## src/pkg/power_mode_pkg.sv

```systemverilog
// Package for the power mode manager: register map, fields, states, carriers
package power_mode_pkg;
	// Wishbone word offsets (byte addresses)
	localparam logic [3:0] CTRL_OFFSET = 4'h0;
	localparam logic [3:0] STATUS_OFFSET = 4'h4;
	localparam logic [3:0] CLKCTRL_OFFSET = 4'h8;
	localparam logic [3:0] WAKE_OFFSET = 4'hc;
	// Control register fields
	localparam int SAVE_BIT = 0;
	localparam int IDLE_BIT = 1;
	localparam int HALT_BIT = 2;
	localparam int WAIT_GATE_BIT = 3;
	localparam int MAIN_OFF_BIT = 4;
	localparam int PLL_OFF_BIT = 5;
	localparam logic [7:0] CTRL_WMASK = 8'h3f;
	localparam logic [7:0] CTRL_RESET = 8'h00;
	// Status register fields
	localparam int LOW_OK_BIT = 0;
	localparam int MAIN_OK_BIT = 1;
	localparam int PLL_OK_BIT = 2;
	// Clock control register: pll_powerdown
	localparam int PLL_PWD_BIT = 0;
	localparam logic [7:0] STATUS_UPPER_RESET = 8'h00;

	typedef enum logic [2:0] {
		ST_ACTIVE,
		ST_TO_SAVE,
		ST_SAVE,
		ST_TO_ACTIVE,
		ST_IDLE,
		ST_HALT,
		ST_WAKE_MAIN,
		ST_WAKE_PLL
	} mode_type;

	// Clock-source health, synchronised
	typedef struct packed {
		logic low_osc_ok;
		logic main_osc_ok;
		logic pll_stable;
	} osc_status_type;

	// Clock gating outputs
	typedef struct packed {
		logic sys_clk_run;
		logic sys_clk_slow;
		logic slow_clk_run;
		logic main_osc_en;
		logic pll_en;
	} clk_ctrl_type;
endpackage : power_mode_pkg

```

## src/hw/power_manager.sv

```systemverilog
// Power mode manager: mode state machine, clock gating and Wishbone registers
//
// The register addresses and the Wishbone interface to the registers were chosen for this implementation.
`timescale 1ns/100ps
module power_manager (
	input wire logic sys_clk, // 100 MHz system clock
	input wire logic rst, // Async reset, active high
	input wire logic clk_en, // Freezes all state when low
	input wire logic [3:0] wb_adr_i, // Wishbone byte address
	input wire logic [31:0] wb_dat_i, // Wishbone write data
	output logic [31:0] wb_dat_o, // Wishbone read data
	input wire logic wb_we_i, // Write enable
	input wire logic [3:0] wb_sel_i, // Byte selects
	input wire logic wb_cyc_i, // Cycle
	input wire logic wb_stb_i, // Strobe
	output logic wb_ack_o, // Acknowledge
	input wire logic cpu_wait, // CPU executes WAIT (one-cycle pulse)
	input wire logic wake_req, // Maskable wake request, asynchronous
	input wire logic nmi_req, // Non-maskable wake request, asynchronous
	input wire logic int_ack, // Interrupt acknowledge cycle
	input wire logic low_osc_stable, // Slow oscillator stable, asynchronous
	input wire logic main_osc_stable, // Main oscillator stable, asynchronous
	input wire logic pll_lock, // PLL locked, asynchronous
	output power_mode_pkg::clk_ctrl_type clk_ctrl, // Clock gating controls
	output logic wake_pending // Latched wake-up event
);
	// ------------------------------------------------------------
	// Input synchronisers
	// ------------------------------------------------------------
	logic [4:0] sync1_r;
	logic [4:0] sync2_r;
	always_ff @(posedge sys_clk or posedge rst) begin
		if (rst) begin
			sync1_r <= 5'h00;
			sync2_r <= 5'h00;
		end else if (clk_en) begin
			sync1_r <= {nmi_req, wake_req, pll_lock, main_osc_stable, low_osc_stable};
			sync2_r <= sync1_r;
		end
	end

	logic [7:0] ctrl_r;
	logic pll_pwd_r;
	power_mode_pkg::mode_type state_r;
	power_mode_pkg::mode_type state_nxt;
	power_mode_pkg::osc_status_type osc;
	logic pll_en;
	logic wake_r;
	logic nmi_prev_r;
	logic wake_prev_r;
	logic wake_evt;

	// PLL disabled reads stable, so it drops out of the qualification
	always_comb begin
		osc.low_osc_ok = sync2_r[0];
		osc.main_osc_ok = sync2_r[1];
		osc.pll_stable = sync2_r[2] | ~pll_en;
	end

	// ------------------------------------------------------------
	// Wake-up latch
	// ------------------------------------------------------------
	// Edge detect so a held request does not re-wake after acknowledge
	assign wake_evt = (sync2_r[3] & ~wake_prev_r) | (sync2_r[4] & ~nmi_prev_r);
	always_ff @(posedge sys_clk or posedge rst) begin
		if (rst) begin
			wake_prev_r <= 1'b0;
			nmi_prev_r <= 1'b0;
			wake_r <= 1'b0;
		end else if (clk_en) begin
			wake_prev_r <= sync2_r[3];
			nmi_prev_r <= sync2_r[4];
			// Set wins over acknowledge
			if (wake_evt)
				wake_r <= 1'b1;
			else if (int_ack)
				wake_r <= 1'b0;
		end
	end
	assign wake_pending = wake_r;

	// ------------------------------------------------------------
	// Bus decode
	// ------------------------------------------------------------
	logic ack_r;
	logic bus_wr;
	assign bus_wr = wb_cyc_i & wb_stb_i & wb_we_i & ~ack_r & wb_sel_i[0];
	function automatic logic hit(input logic [3:0] adr, input logic [3:0] off);
		hit = (adr == off);
	endfunction : hit
	logic ctrl_wr;
	assign ctrl_wr = bus_wr & hit(wb_adr_i, power_mode_pkg::CTRL_OFFSET);

	// ------------------------------------------------------------
	// Mode state machine
	// ------------------------------------------------------------
	logic in_save_like;
	logic low_power;
	logic wait_held_r;
	logic wait_seen;

	// Gated entry target, halt over idle over save
	function automatic power_mode_pkg::mode_type gated_target(input logic [7:0] c);
		if (c[power_mode_pkg::HALT_BIT])
			gated_target = power_mode_pkg::ST_HALT;
		else if (c[power_mode_pkg::IDLE_BIT])
			gated_target = power_mode_pkg::ST_IDLE;
		else if (c[power_mode_pkg::SAVE_BIT])
			gated_target = power_mode_pkg::ST_SAVE;
		else
			gated_target = power_mode_pkg::ST_ACTIVE;
	endfunction : gated_target

	// A WAIT that meets a bad slow oscillator is held, not lost
	always_ff @(posedge sys_clk or posedge rst) begin
		if (rst) begin
			wait_held_r <= 1'b0;
		end else if (clk_en) begin
			if (state_r != power_mode_pkg::ST_ACTIVE || !ctrl_r[power_mode_pkg::WAIT_GATE_BIT])
				wait_held_r <= 1'b0;
			else if (cpu_wait && !osc.low_osc_ok)
				wait_held_r <= 1'b1;
			else if (osc.low_osc_ok)
				wait_held_r <= 1'b0;
		end
	end
	assign wait_seen = cpu_wait | wait_held_r;
	assign low_power = (state_r == power_mode_pkg::ST_SAVE) || (state_r == power_mode_pkg::ST_IDLE) ||
		(state_r == power_mode_pkg::ST_HALT);

	always_comb begin
		state_nxt = state_r;
		unique case (state_r)
			power_mode_pkg::ST_ACTIVE: begin
				if (ctrl_r[power_mode_pkg::WAIT_GATE_BIT]) begin
					if (wait_seen && osc.low_osc_ok)
						state_nxt = gated_target(ctrl_r);
				end else if (ctrl_r[power_mode_pkg::SAVE_BIT]) begin
					state_nxt = power_mode_pkg::ST_TO_SAVE;
				end
			end
			// Immediate switch parks here until the slow oscillator is good
			power_mode_pkg::ST_TO_SAVE: begin
				if (!ctrl_r[power_mode_pkg::SAVE_BIT])
					state_nxt = power_mode_pkg::ST_ACTIVE;
				else if (osc.low_osc_ok)
					state_nxt = power_mode_pkg::ST_SAVE;
			end
			power_mode_pkg::ST_SAVE: begin
				if (wake_evt)
					state_nxt = power_mode_pkg::ST_WAKE_MAIN;
				else if (!ctrl_r[power_mode_pkg::SAVE_BIT])
					state_nxt = power_mode_pkg::ST_TO_ACTIVE;
			end
			power_mode_pkg::ST_TO_ACTIVE: begin
				if (osc.main_osc_ok && osc.pll_stable)
					state_nxt = power_mode_pkg::ST_ACTIVE;
			end
			power_mode_pkg::ST_IDLE, power_mode_pkg::ST_HALT: begin
				if (wake_evt)
					state_nxt = power_mode_pkg::ST_WAKE_MAIN;
			end
			power_mode_pkg::ST_WAKE_MAIN: begin
				if (osc.main_osc_ok)
					state_nxt = power_mode_pkg::ST_WAKE_PLL;
			end
			power_mode_pkg::ST_WAKE_PLL: begin
				if (osc.pll_stable)
					state_nxt = power_mode_pkg::ST_ACTIVE;
			end
		endcase
	end
	assign in_save_like = (state_r == power_mode_pkg::ST_SAVE) || (state_r == power_mode_pkg::ST_TO_ACTIVE);

	always_ff @(posedge sys_clk or posedge rst) begin
		if (rst)
			state_r <= power_mode_pkg::ST_ACTIVE;
		else if (clk_en)
			state_r <= state_nxt;
	end

	// ------------------------------------------------------------
	// Control register
	// ------------------------------------------------------------
	// Save bit is stored as written; the read view hides the pending
	// switch and holds 1 on the way back to Active.
	always_ff @(posedge sys_clk or posedge rst) begin
		if (rst) begin
			ctrl_r <= power_mode_pkg::CTRL_RESET;
		end else if (clk_en) begin
			if (ctrl_wr) begin
				ctrl_r[7:1] <= wb_dat_i[7:1] & power_mode_pkg::CTRL_WMASK[7:1];
				// A 0 in Save must reach the state machine, or Save is never left
				ctrl_r[power_mode_pkg::SAVE_BIT] <= wb_dat_i[power_mode_pkg::SAVE_BIT];
			end
			// Hardware wake clears mode and disable bits; halt waits for the oscillator
			if (state_r == power_mode_pkg::ST_WAKE_MAIN) begin
				ctrl_r[power_mode_pkg::MAIN_OFF_BIT] <= 1'b0;
				ctrl_r[power_mode_pkg::IDLE_BIT] <= 1'b0;
				ctrl_r[power_mode_pkg::SAVE_BIT] <= 1'b0;
				if (osc.main_osc_ok)
					ctrl_r[power_mode_pkg::HALT_BIT] <= 1'b0;
			end
			if (state_r == power_mode_pkg::ST_WAKE_PLL)
				ctrl_r[power_mode_pkg::PLL_OFF_BIT] <= 1'b0;
			if (state_r == power_mode_pkg::ST_TO_ACTIVE && state_nxt == power_mode_pkg::ST_ACTIVE)
				ctrl_r[power_mode_pkg::SAVE_BIT] <= 1'b0;
		end
	end

	// Read view: save bit with gate clear shows 1 only once Save is reached
	logic [7:0] ctrl_view;
	always_comb begin
		ctrl_view = ctrl_r;
		if (!ctrl_r[power_mode_pkg::WAIT_GATE_BIT] &&
			(state_r == power_mode_pkg::ST_ACTIVE || state_r == power_mode_pkg::ST_TO_SAVE))
			ctrl_view[power_mode_pkg::SAVE_BIT] = 1'b0;
		if (in_save_like)
			ctrl_view[power_mode_pkg::SAVE_BIT] = 1'b1;
	end

	// ------------------------------------------------------------
	// Clock control register and clock gating
	// ------------------------------------------------------------
	always_ff @(posedge sys_clk or posedge rst) begin
		if (rst)
			pll_pwd_r <= 1'b0;
		else if (clk_en && bus_wr && hit(wb_adr_i, power_mode_pkg::CLKCTRL_OFFSET))
			pll_pwd_r <= wb_dat_i[power_mode_pkg::PLL_PWD_BIT];
	end

	// Halt stops the system clock one cycle before the oscillators
	logic halt_sys_off_r;
	always_ff @(posedge sys_clk or posedge rst) begin
		if (rst)
			halt_sys_off_r <= 1'b0;
		else if (clk_en)
			halt_sys_off_r <= (state_r == power_mode_pkg::ST_HALT);
	end

	logic main_en;
	always_comb begin
		// Off bits only bite after the low-power mode is entered
		main_en = 1'b1;
		pll_en = ~pll_pwd_r;
		if (low_power && state_r != power_mode_pkg::ST_HALT) begin
			if (ctrl_r[power_mode_pkg::MAIN_OFF_BIT])
				main_en = 1'b0;
			if (ctrl_r[power_mode_pkg::PLL_OFF_BIT])
				pll_en = 1'b0;
		end
		if (state_r == power_mode_pkg::ST_HALT && halt_sys_off_r) begin
			main_en = 1'b0;
			pll_en = 1'b0;
		end
		if (state_r == power_mode_pkg::ST_WAKE_MAIN && ctrl_r[power_mode_pkg::PLL_OFF_BIT])
			pll_en = 1'b0;
	end

	always_ff @(posedge sys_clk or posedge rst) begin
		if (rst) begin
			clk_ctrl <= '{sys_clk_run: 1'b1, sys_clk_slow: 1'b0, slow_clk_run: 1'b1, main_osc_en: 1'b1,
				pll_en: 1'b1};
		end else if (clk_en) begin
			clk_ctrl.sys_clk_run <= (state_r != power_mode_pkg::ST_IDLE) && (state_r != power_mode_pkg::ST_HALT);
			// Wake stays on the slow clock until main and PLL are both good
			clk_ctrl.sys_clk_slow <= in_save_like || (state_r == power_mode_pkg::ST_WAKE_MAIN) ||
				(state_r == power_mode_pkg::ST_WAKE_PLL);
			clk_ctrl.slow_clk_run <= (state_r != power_mode_pkg::ST_HALT);
			clk_ctrl.main_osc_en <= main_en;
			clk_ctrl.pll_en <= pll_en;
		end
	end

	// ------------------------------------------------------------
	// Wishbone slave: one wait state, unmapped reads zero
	// ------------------------------------------------------------
	always_ff @(posedge sys_clk or posedge rst) begin
		if (rst) begin
			ack_r <= 1'b0;
			wb_dat_o <= 32'h0000_0000;
		end else if (clk_en) begin
			ack_r <= wb_cyc_i & wb_stb_i & ~ack_r;
			wb_dat_o <= 32'h0000_0000;
			unique case (wb_adr_i)
				power_mode_pkg::CTRL_OFFSET: wb_dat_o[7:0] <= ctrl_view;
				power_mode_pkg::STATUS_OFFSET: wb_dat_o[7:0] <= {power_mode_pkg::STATUS_UPPER_RESET[7:3],
					osc.pll_stable, osc.main_osc_ok, osc.low_osc_ok};
				power_mode_pkg::CLKCTRL_OFFSET: wb_dat_o[0] <= pll_pwd_r;
				power_mode_pkg::WAKE_OFFSET: wb_dat_o[0] <= wake_r;
				default: wb_dat_o <= 32'h0000_0000;
			endcase
		end
	end
	assign wb_ack_o = ack_r;
endmodule : power_manager

```

## config.mk

```make
export PLATFORM = sky130hd
export DESIGN_NAME = power_manager
export DESIGN_NICKNAME = d
export VERILOG_FILES = /design/src/pkg/power_mode_pkg.sv /design/src/hw/power_manager.sv
export SDC_FILE = /design/constraint.sdc
export NUM_CORES = 1
export LEC_CHECK = 0
export ABC_AREA = 1
export CAP_MARGIN = 20
export CORE_AREA = 5 5 67 69
export CTS_CLUSTER_SIZE = 12
export DETAILED_ROUTE_END_ITERATION = 8
export DIE_AREA = 0 0 72 74
export DONT_BUFFER_PORTS = 1
export PLACE_DENSITY = 0.82
export SYNTH_ARGS = -nofsm -noshare
export SYNTH_HDL_FRONTEND = slang
export SYNTH_SLANG_ARGS = --single-unit
export TNS_END_PERCENT = 50
```

## constraint.sdc

```tcl
create_clock -name sys_clk -period 1.3 [get_ports sys_clk]
set_input_delay 0.195 -clock sys_clk [delete_from_list [all_inputs] [get_ports sys_clk]]
set_output_delay 0.195 -clock sys_clk [all_outputs]
set_load 0.01 [all_outputs]
```

==> summary.log, run 1 <==
qor: run_status.failed_checks negative setup slack
qor: global_routing.grt_antenna_before_repair 0
qor: drt.first_iter_violations 73
qor: floorplan.initial_core_utilization 0.550
qor: place.pre_cts_ws -0.146 ns
qor: finish.finish.instance_area 2450 µm²
qor: synth.synthesis.instances 267
qor: worst_setup_path.crit-reg2reg-capture ctrl_r[0]$_DFFE_PP0P_
qor: finish.num-nets-final 345
qor: finish.layout.cells.most_common_list 59 x nand2_1, 31 x dfrtp_1, 26 x conb_1
qor: synth.syn_area 2120 µm²
qor: power_and_ir_drop.static_leak 1.21 nW
qor: finish.syn_to_final_growth 15.3%
qor: synth.seq_area_frac_synth 0.439
qor: worst_setup_path.worst_setup_path_startpoint state_r[1]$_DFFE_PP0P_
qor: worst_setup_path.setup_slack_of_the_most_critical_reg_to_reg_path -0.17 ns
qor: floorplan.ios 92
qor: sta.fin_skew 0.00815 ns
qor: worst_setup_path.cp.depth 11
qor: clocking.tritoncts.num_buffers 5
qor: worst_setup_path.path_class register to register
qor: power_and_ir_drop.design_power_total 0.00440 W
qor: drt.drc 0
qor: place.port-buffer-count 0
qor: worst_setup_path.r2r-start state_r[1]$_DFFE_PP0P_
qor: finish.layout-drive-gt1-share 0.253
qor: power_and_ir_drop.power_density 1800 nW/µm²
qor: place.detailed_place_hpwl 3.48 mm
qor: clocking.cts_max_path_bufs 2
qor: power_and_ir_drop.worst_ir_drop_vdd 1.23 mV
qor: worst_setup_path.ff2ff_path_depth 11
qor: worst_setup_path.worst_ep_arrival_time 1.65 ns
qor: drt.route.detailed.wl_per_inst 14.1 µm
qor: drt.num_vias 1750
qor: sta.final_worst_setup_slack -0.169 ns
qor: synth.yosysWarningCount 0
qor: sta.setup-violations-final 5
qor: sta.fmax 681 MHz
qor: worst_setup_path.crit_end ctrl_r[0]$_DFFE_PP0P_
qor: floorplan.floorplan.rows 23
qor: sta.period_minus_slack 1.47 ns
qor: finish.antennaDiodeCount 0
qor: worst_setup_path.crit_path_start_kind register
qor: worst_setup_path.critical_path_cell_by_cell buf_12 -> nand2_4 -> nor2_2 -> nand2_2 -> o21ai_2 -> nor2_1 -> nand2_1 -> inv_2 -> nand4_1 -> nor2_2 -> nor2_1
qor: clocking.clock_sinks 37
qor: synth.syn_area_per_cell 7.94 µm²
qor: run.max-cap-violations 0
qor: sta.report.final.hold_viol_count 0
qor: min_path.hold_path.class primary input to register
qor: drt.ant_nets 0
qor: clocking.cts.htree.levels 2
qor: sta.final-max-slew-violation-count 0
qor: global_routing.grt_overflow 0
qor: place.detailed_place.area 2200 µm²
qor: place.gp_congestion 0.949
qor: global_routing.gr-usage-all-layers 0.191
qor: synth.synth_cell_type_count 31
qor: floorplan.design.die.area 5330 µm²
qor: worst_setup_path.worst_path_max_stage_delay 0.43 ns
qor: floorplan.chipHeight 74 µm
qor: clocking.clock_latency 0.30 ns
qor: drt.vias_per_cell 5.10
qor: sta.fin_setup_tns -0.531 ns
qor: floorplan.core 3860 µm²
qor: finish.commonest_non_fill_non_tap_cell_in_the_layout nand2_1
qor: global_routing.first_global_vias 1692
qor: worst_setup_path.cp_max_fo 9
qor: drt.drtPass1Iterations 4
qor: global_routing.grt_pass1_wl 7.72 mm
qor: floorplan.die_width 72 µm
qor: drt.route.final.wire_length 4.85 mm
qor: synth.post_synthesis_sequential_element_count 37
qor: sta.timing.final.crit_share 1.13
qor: worst_setup_path.crit_buf_inv 2
qor: worst_setup_path.cpMaxStageDelayCell dfrtp_1
qor: clocking.tritoncts done
qor: global_routing.pin_count_of_the_biggest_net_entering_global_routing 38
qor: worst_setup_path.cp.required 1.48 ns
qor: clocking.cts.clk_slew.worst_paths 0.08 ns
qor: sta.rsz0062_at_grt true
qor: clocking.cts_root_buf clkbuf_8
qor: run_status.status finished with violations
qor: worst_setup_path.cell_class_contributing_the_biggest_share_of_worst_path_delay simple AND/OR/NAND/NOR gates
qor: worst_setup_path.critPathCaptureType register
==> worst register-to-register path, stage by stage, from the launching register on <==
cell and delay, ns:
dfrtp_1 0.43, buf_12 0.16, nand2_4 0.07, nor2_2 0.04, nand2_2 0.07, o21ai_2 0.05, nor2_1 0.12, nand2_1 0.08
inv_2 0.06, nand4_1 0.10, nor2_2 0.14, nor2_1 0.05
==> synthesized netlist by cell type (all sizes together) <==
master  count  area share
o22ai       1      0.0030
inv        32       0.060
o221ai      1      0.0041
a221oi      1      0.0041
dfrtp      33        0.39
nand3      10       0.026
buf        30        0.11
a22o        1      0.0041
o211ai      5       0.018
clkbuf      5      0.0089
nand3b      1      0.0035
o21a        1      0.0035
nor3        2      0.0047
dfstp       4       0.050
a21oi       8       0.019
a31oi       3      0.0089
conb        1      0.0018
o21ai      28       0.071
nand2      65        0.12
nor2       30       0.066
nand4       5       0.021
==> per-layer routing <==
layer,GRT usage,share of wire
met3,0.0622,0.076
met4,0.0752,0.023
met1,0.229,0.40
met2,0.321,0.50
met5,0,0
==> through the flow <==
stage	std cells	utilization	hold slack, ns
finish	343	0.634	0.00857
detailed placement	329	0.570	0.220
floorplan	292	-	0.312
global placement	329	0.570	0.223
CTS	341	0.619	0.00190
global route	343	0.634	0.00314
==> final cells by class <==
cell class / count / area [µm²]
Clock buffer: 5 / 68.8
Clock inverter: 3 / 65.1
Fill cell: 336 / 1410
Inverter: 32 / 130
Multi-Input combinational cell: 188 / 952
Sequential cell: 37 / 933
Tap cell: 50 / 62.6
Timing Repair Buffer: 28 / 234
==> cells by family after synthesis <==
family | after synthesis | share of synthesized area
AOI/OAI and AO/OA | 49 | 0.136
buffers and inverters | 67 | 0.181
DFF | 37 | 0.439
other | 1 | 0.00177
and+or+nand+nor | 113 | 0.243
==> flip-flops by register name, summed over array words and instances, names as in the netlist, 3 cells and up <==
| name | flops |
|---|---|
| sync1_r | 5 |
| state_r | 3 |
| clk_ctrl | 5 |
| ctrl_r | 6 |
| sync2_r | 5 |
| wb_dat_o | 6 |
==> worst min path at each step <==
stage / startpoint / cells after the start / end / slack, ns
floorplan: low_osc_stable / 2 / sync1_r[0]$_DFFE_PP0P_ / 0.31
global placement: rst / 2 / wake_prev_r$_DFFE_PP0P_ / 0.22
detailed placement: rst / 2 / wake_prev_r$_DFFE_PP0P_ / 0.22
CTS: clk_en / 1 / wb_dat_o[1]$_DFFE_PP0P_ / 0.002
global route: clk_en / 1 / sync2_r[0]$_DFFE_PP0P_ / 0.003
finish: clk_en / 1 / sync2_r[0]$_DFFE_PP0P_ / 0.009
==> timing repair <==
action / CTS / global route
setup endpoints to repair: 7 / 12
buffers inserted: 2 / 1
pin swaps: 2 / 5
hold endpoints to repair: 37 / 3
hold buffers: 2 / 1
resized for setup: 6 / 13
==> report_power, final <==
group	switching [W]	internal, W
clock	0.000417	0.000762
combinational	0.000870	0.000681
sequential	0.000259	0.00141
total	0.00155	0.00285
No activity file was read; power rests on OpenSTA's default activity.
==> inputs of run 2 (changes only) <==
ABC_AREA = not set   (was 1)
CORE_AREA = 2 2 64 66   (was 5 5 67 69)
DIE_AREA = 0 0 66 68   (was 0 0 72 74)
PLACE_DENSITY = 0.8   (was 0.82)
==> run 2 against run 1 <==
  * The run still ends with negative setup slack left
  * Utilization fell by 4.0 points
  * Cell count fell by 22%
  * Flip-flop and latch count unchanged
  * Sequential share of layout area grew 2.5 points
  * Global-route usage up 2.3 points
  * Worst setup slack better by 0.067 ns
  * Final area shrank 6.3%
  * Clock power shrank 33%
  * Die area shrank 16%
  * Combinational power fell by 19%
  * Register-to-register slack better by 0.07 ns
  * Wire length is 15% lower
==> summary.log, run 2 <==
qor: run_status.status finished with violations
qor: run_status.failed_checks negative setup slack
qor: synth.postSynth.topFlopCell dfrtp_1
qor: place.detailed_place.area 2110 µm² [-4.1%]
qor: global_routing.first_global_vias 1497 [-12%]
qor: floorplan.floorplan.rows 23 [unchanged]
qor: finish.final_cells 268 [-22%]
qor: floorplan.chipHeight 68 µm [-8.1%]
qor: drt.route.detailed.wl_per_inst 15.3 µm [+8.2%]
qor: synth.yosys.cell_count.top_type dfrtp_1
qor: finish.layout-drive-gt1-share 0.326 [+0.0731]
qor: synth.syn_area_per_cell 10.5 µm² [+32%]
qor: power_and_ir_drop.worst_ir_drop_vdd 0.766 mV [-38%]
qor: place.port-buffer-count 0 [unchanged]
qor: synth.synth-edff-count 0 [unchanged]
qor: synth.synthesis.instances 193 [-28%]
qor: drt.ant_nets 0 [unchanged]
qor: clocking.clock_latency 0.30 ns [about the same]
qor: run.max-cap-violations 0 [unchanged]
qor: clocking.cts_max_path_bufs 2 [unchanged]
qor: global_routing.grt_pass1_wl 7.07 mm [-8.4%]
qor: sta.fmax 713 MHz [+4.8%]
qor: synth.yosysWarningCount 0 [unchanged]
qor: sta.setup-violations-final 11 [+6]
qor: drt.first_iter_violations 92 [+26%]
qor: sta.fin_skew 0.00362 ns [-0.00453 ns]
qor: synth.ys_top_cells_by_area dfrtp_1 41%, buf_4 10%, mux2_2 9.4%, dfstp_2 5.2%, a22o_1 3.0%
qor: place.detailed_place_hpwl 2.95 mm [-15%]
qor: synth.synth.largest_area_cell dfrtp_1
qor: sta.period_minus_slack 1.40 ns [-0.0669 ns]
qor: finish.num-nets-final 270 [-22%]
qor: floorplan.design.die.area 4490 µm² [-16%]
qor: worst_setup_path.setup_slack_of_the_most_critical_reg_to_reg_path -0.10 ns [+0.07 ns]
qor: sta.hold_ws 0.0208 ns [+0.0123 ns]
qor: power_and_ir_drop.static_leak 1.06 nW [-12%]
qor: min_path.hold_path.class primary input to register
qor: worst_setup_path.cp.required 1.53 ns [+0.05 ns]
qor: place.gp_congestion 0.844 [-11%]
qor: global_routing.pin_count_of_the_biggest_net_entering_global_routing 38 [unchanged]
qor: synth.post_synthesis_sequential_element_count 37 [unchanged]
qor: sta.fin_setup_tns -0.606 ns [-0.0747 ns]
qor: synth.synth_largest_type_area_fraction 0.407 [+0.0175]
qor: finish.antennaDiodeCount 0 [unchanged]
qor: finish.commonest_non_fill_non_tap_cell_in_the_layout dfrtp_1
qor: power_and_ir_drop.power_switching_share 0.331 [-0.0202]
qor: worst_setup_path.cp_max_fo 4 [-5]
qor: floorplan.die_width 66 µm [-8.3%]
qor: worst_setup_path.crit_path_start_kind register
qor: sta.report.final.hold_viol_count 0 [unchanged]
qor: power_and_ir_drop.power_density 1550 nW/µm² [-14%]
qor: clocking.tritoncts.num_buffers 5 [unchanged]
qor: clocking.tritoncts done
qor: sta.timing.final.crit_share 1.08 [-0.0515]
qor: global_routing.gr-usage-all-layers 0.214 [+0.0232]
qor: global_routing.grt_antenna_before_repair 0 [unchanged]
qor: finish.finish.instance_area 2290 µm² [-6.3%]
qor: clocking.clock_sinks 37 [unchanged]
qor: clocking.cts.clk_slew.worst_paths 0.07 ns [about the same]
qor: global_routing.grt_overflow 0 [unchanged]
qor: floorplan.initial_core_utilization 0.526 [-0.0237]
qor: finish.layout.cells.most_common_list 32 x dfrtp_1, 26 x conb_1, 22 x buf_4
qor: synth.async_flop_share 1.00 [unchanged]
qor: power_and_ir_drop.netSwitchingPower 0.00118 W [-24%]
qor: drt.vias_per_cell 5.42 [+6.3%]
qor: floorplan.core 3860 µm² [unchanged]
qor: finish.syn_to_final_growth 12.9%
qor: drt.route.final.wire_length 4.10 mm [-15%]
qor: worst_setup_path.worst_ep_arrival_time 1.63 ns [-0.02 ns]
qor: synth.seq_area_frac_synth 0.459 [+0.0198]
qor: synth.syn_area 2030 µm² [-4.3%]
qor: sta.final-max-slew-violation-count 0 [unchanged]
qor: clocking.cts.htree.levels 2 [unchanged]
qor: place.place.detailed.instances 255 [-22%]
qor: drt.num_vias 1453 [-17%]
qor: power_and_ir_drop.power.share.sequential 0.426 [+0.047]
qor: sta.final_worst_setup_slack -0.102 ns [+0.0669 ns]
qor: finish.reg.largest.list ctrl_r: 6 flops, wb_dat_o: 6 flops
qor: floorplan.ios 92 [unchanged]
qor: drt.drc 0 [unchanged]
qor: drt.drtPass1Iterations 4 [unchanged]
qor: synth.synth_cell_type_count 50 [+61%]
qor: power_and_ir_drop.clock_power_share 0.221 [-0.047]
qor: power_and_ir_drop.combinationalPowerShare 0.352 [about the same]
qor: synth.synth_top_cells_by_count 33 x dfrtp_1, 27 x buf_4, 17 x mux2_2
qor: worst_setup_path.path_class register to register
qor: power_and_ir_drop.cell_internal_pwr 0.00238 W [-16%]
qor: sta.rsz0062_at_grt true
qor: clocking.cts_root_buf clkbuf_8
qor: worst_setup_path.critPathCaptureType register
qor: finish.utilization 0.594 [-0.0399]
run 2: worst paths after layout:
check	start	end	cells after the start
min in group asynchronous	rst	sync1_r[4]$_DFFE_PP0P_	3
max in group asynchronous	rst	clk_ctrl[1]$_DFFE_PP1P_	3
worst min-delay path	wb_dat_i[4]	ctrl_r[4]$_DFFE_PP0P_	1
worst min register to register	clk_ctrl[1]$_DFFE_PP1P_	clk_ctrl[1]$_DFFE_PP1P_	2
worst max-delay path	state_r[1]$_DFFE_PP0P_	wait_held_r$_DFFE_PP0P_	3
worst max register to register	state_r[1]$_DFFE_PP0P_	wait_held_r$_DFFE_PP0P_	3
run 2: per-stage QoR:
step	total power [W]	setup WS [ns]
2_1_floorplan	0.00228	-0.0620
3_3_place_gp	0.00262	-0.0947
3_5_place_dp	0.00266	-0.0873
4_1_cts	0.00352	-0.106
5_1_grt	0.00380	-0.135
6_report	0.00356	-0.102
run 2: final cells by class:
| type | instances | area (µm²) |
|---|---|---|
| Timing Repair Buffer | 28 | 230 |
| Inverter | 10 | 37.5 |
| Clock buffer | 6 | 72.6 |
| Clock inverter | 2 | 10.0 |
| Multi-Input combinational cell | 135 | 947 |
| Sequential cell | 37 | 932 |
| Fill cell | 338 | 1560 |
| Tap cell | 50 | 62.6 |
run 2: cell families (layout without fill, tap and decap cells):
logic type      after synthesis  count (layout)  share of synthesized area
compound gates               47              47                      0.163
xor+xnor                      1               1                    0.00432
buf+inv                      46              46                      0.145
flops                        37              37                      0.459
mux                          20              20                      0.109
other cells                   1              26                    0.00185
simple gates                 41              41                      0.118
run 2: per-layer routing:
layer | vias up | wire length [µm] | GRT usage
li1 | 680 | - | -
met1 | 705 | 1670 | 0.253
met2 | 61 | 2030 | 0.362
met3 | 7 | 331 | 0.0740
met4 | 0 | 71 | 0.0842
met5 | - | 0 | 0
run 2: repair_timing:
action	4_1_cts	5_1_grt
endpoints found under the setup margin	13	14
hold endpoints to repair	38	0
hold buffers	2	0
resized for setup	8	13
pin swaps	4	1
buffers inserted	2	1
gates cloned	0	0
run 2: power by group through the flow:
stage / clock [W] / sequential (W) / combinational (W)
floorplan: 0 / 0.00147 / 0.000809
global placement: 0 / 0.00152 / 0.00110
detailed placement: 0 / 0.00152 / 0.00113
CTS: 0.000816 / 0.00151 / 0.00120
global route: 0.000866 / 0.00154 / 0.00139
finish: 0.000788 / 0.00152 / 0.00125
run 2: worst max-delay path, stage by stage (launching register included):
cell and delay [ns]:
dfrtp_1 0.41, or3_4 0.42, or3b_4 0.39, a21oi_2 0.12
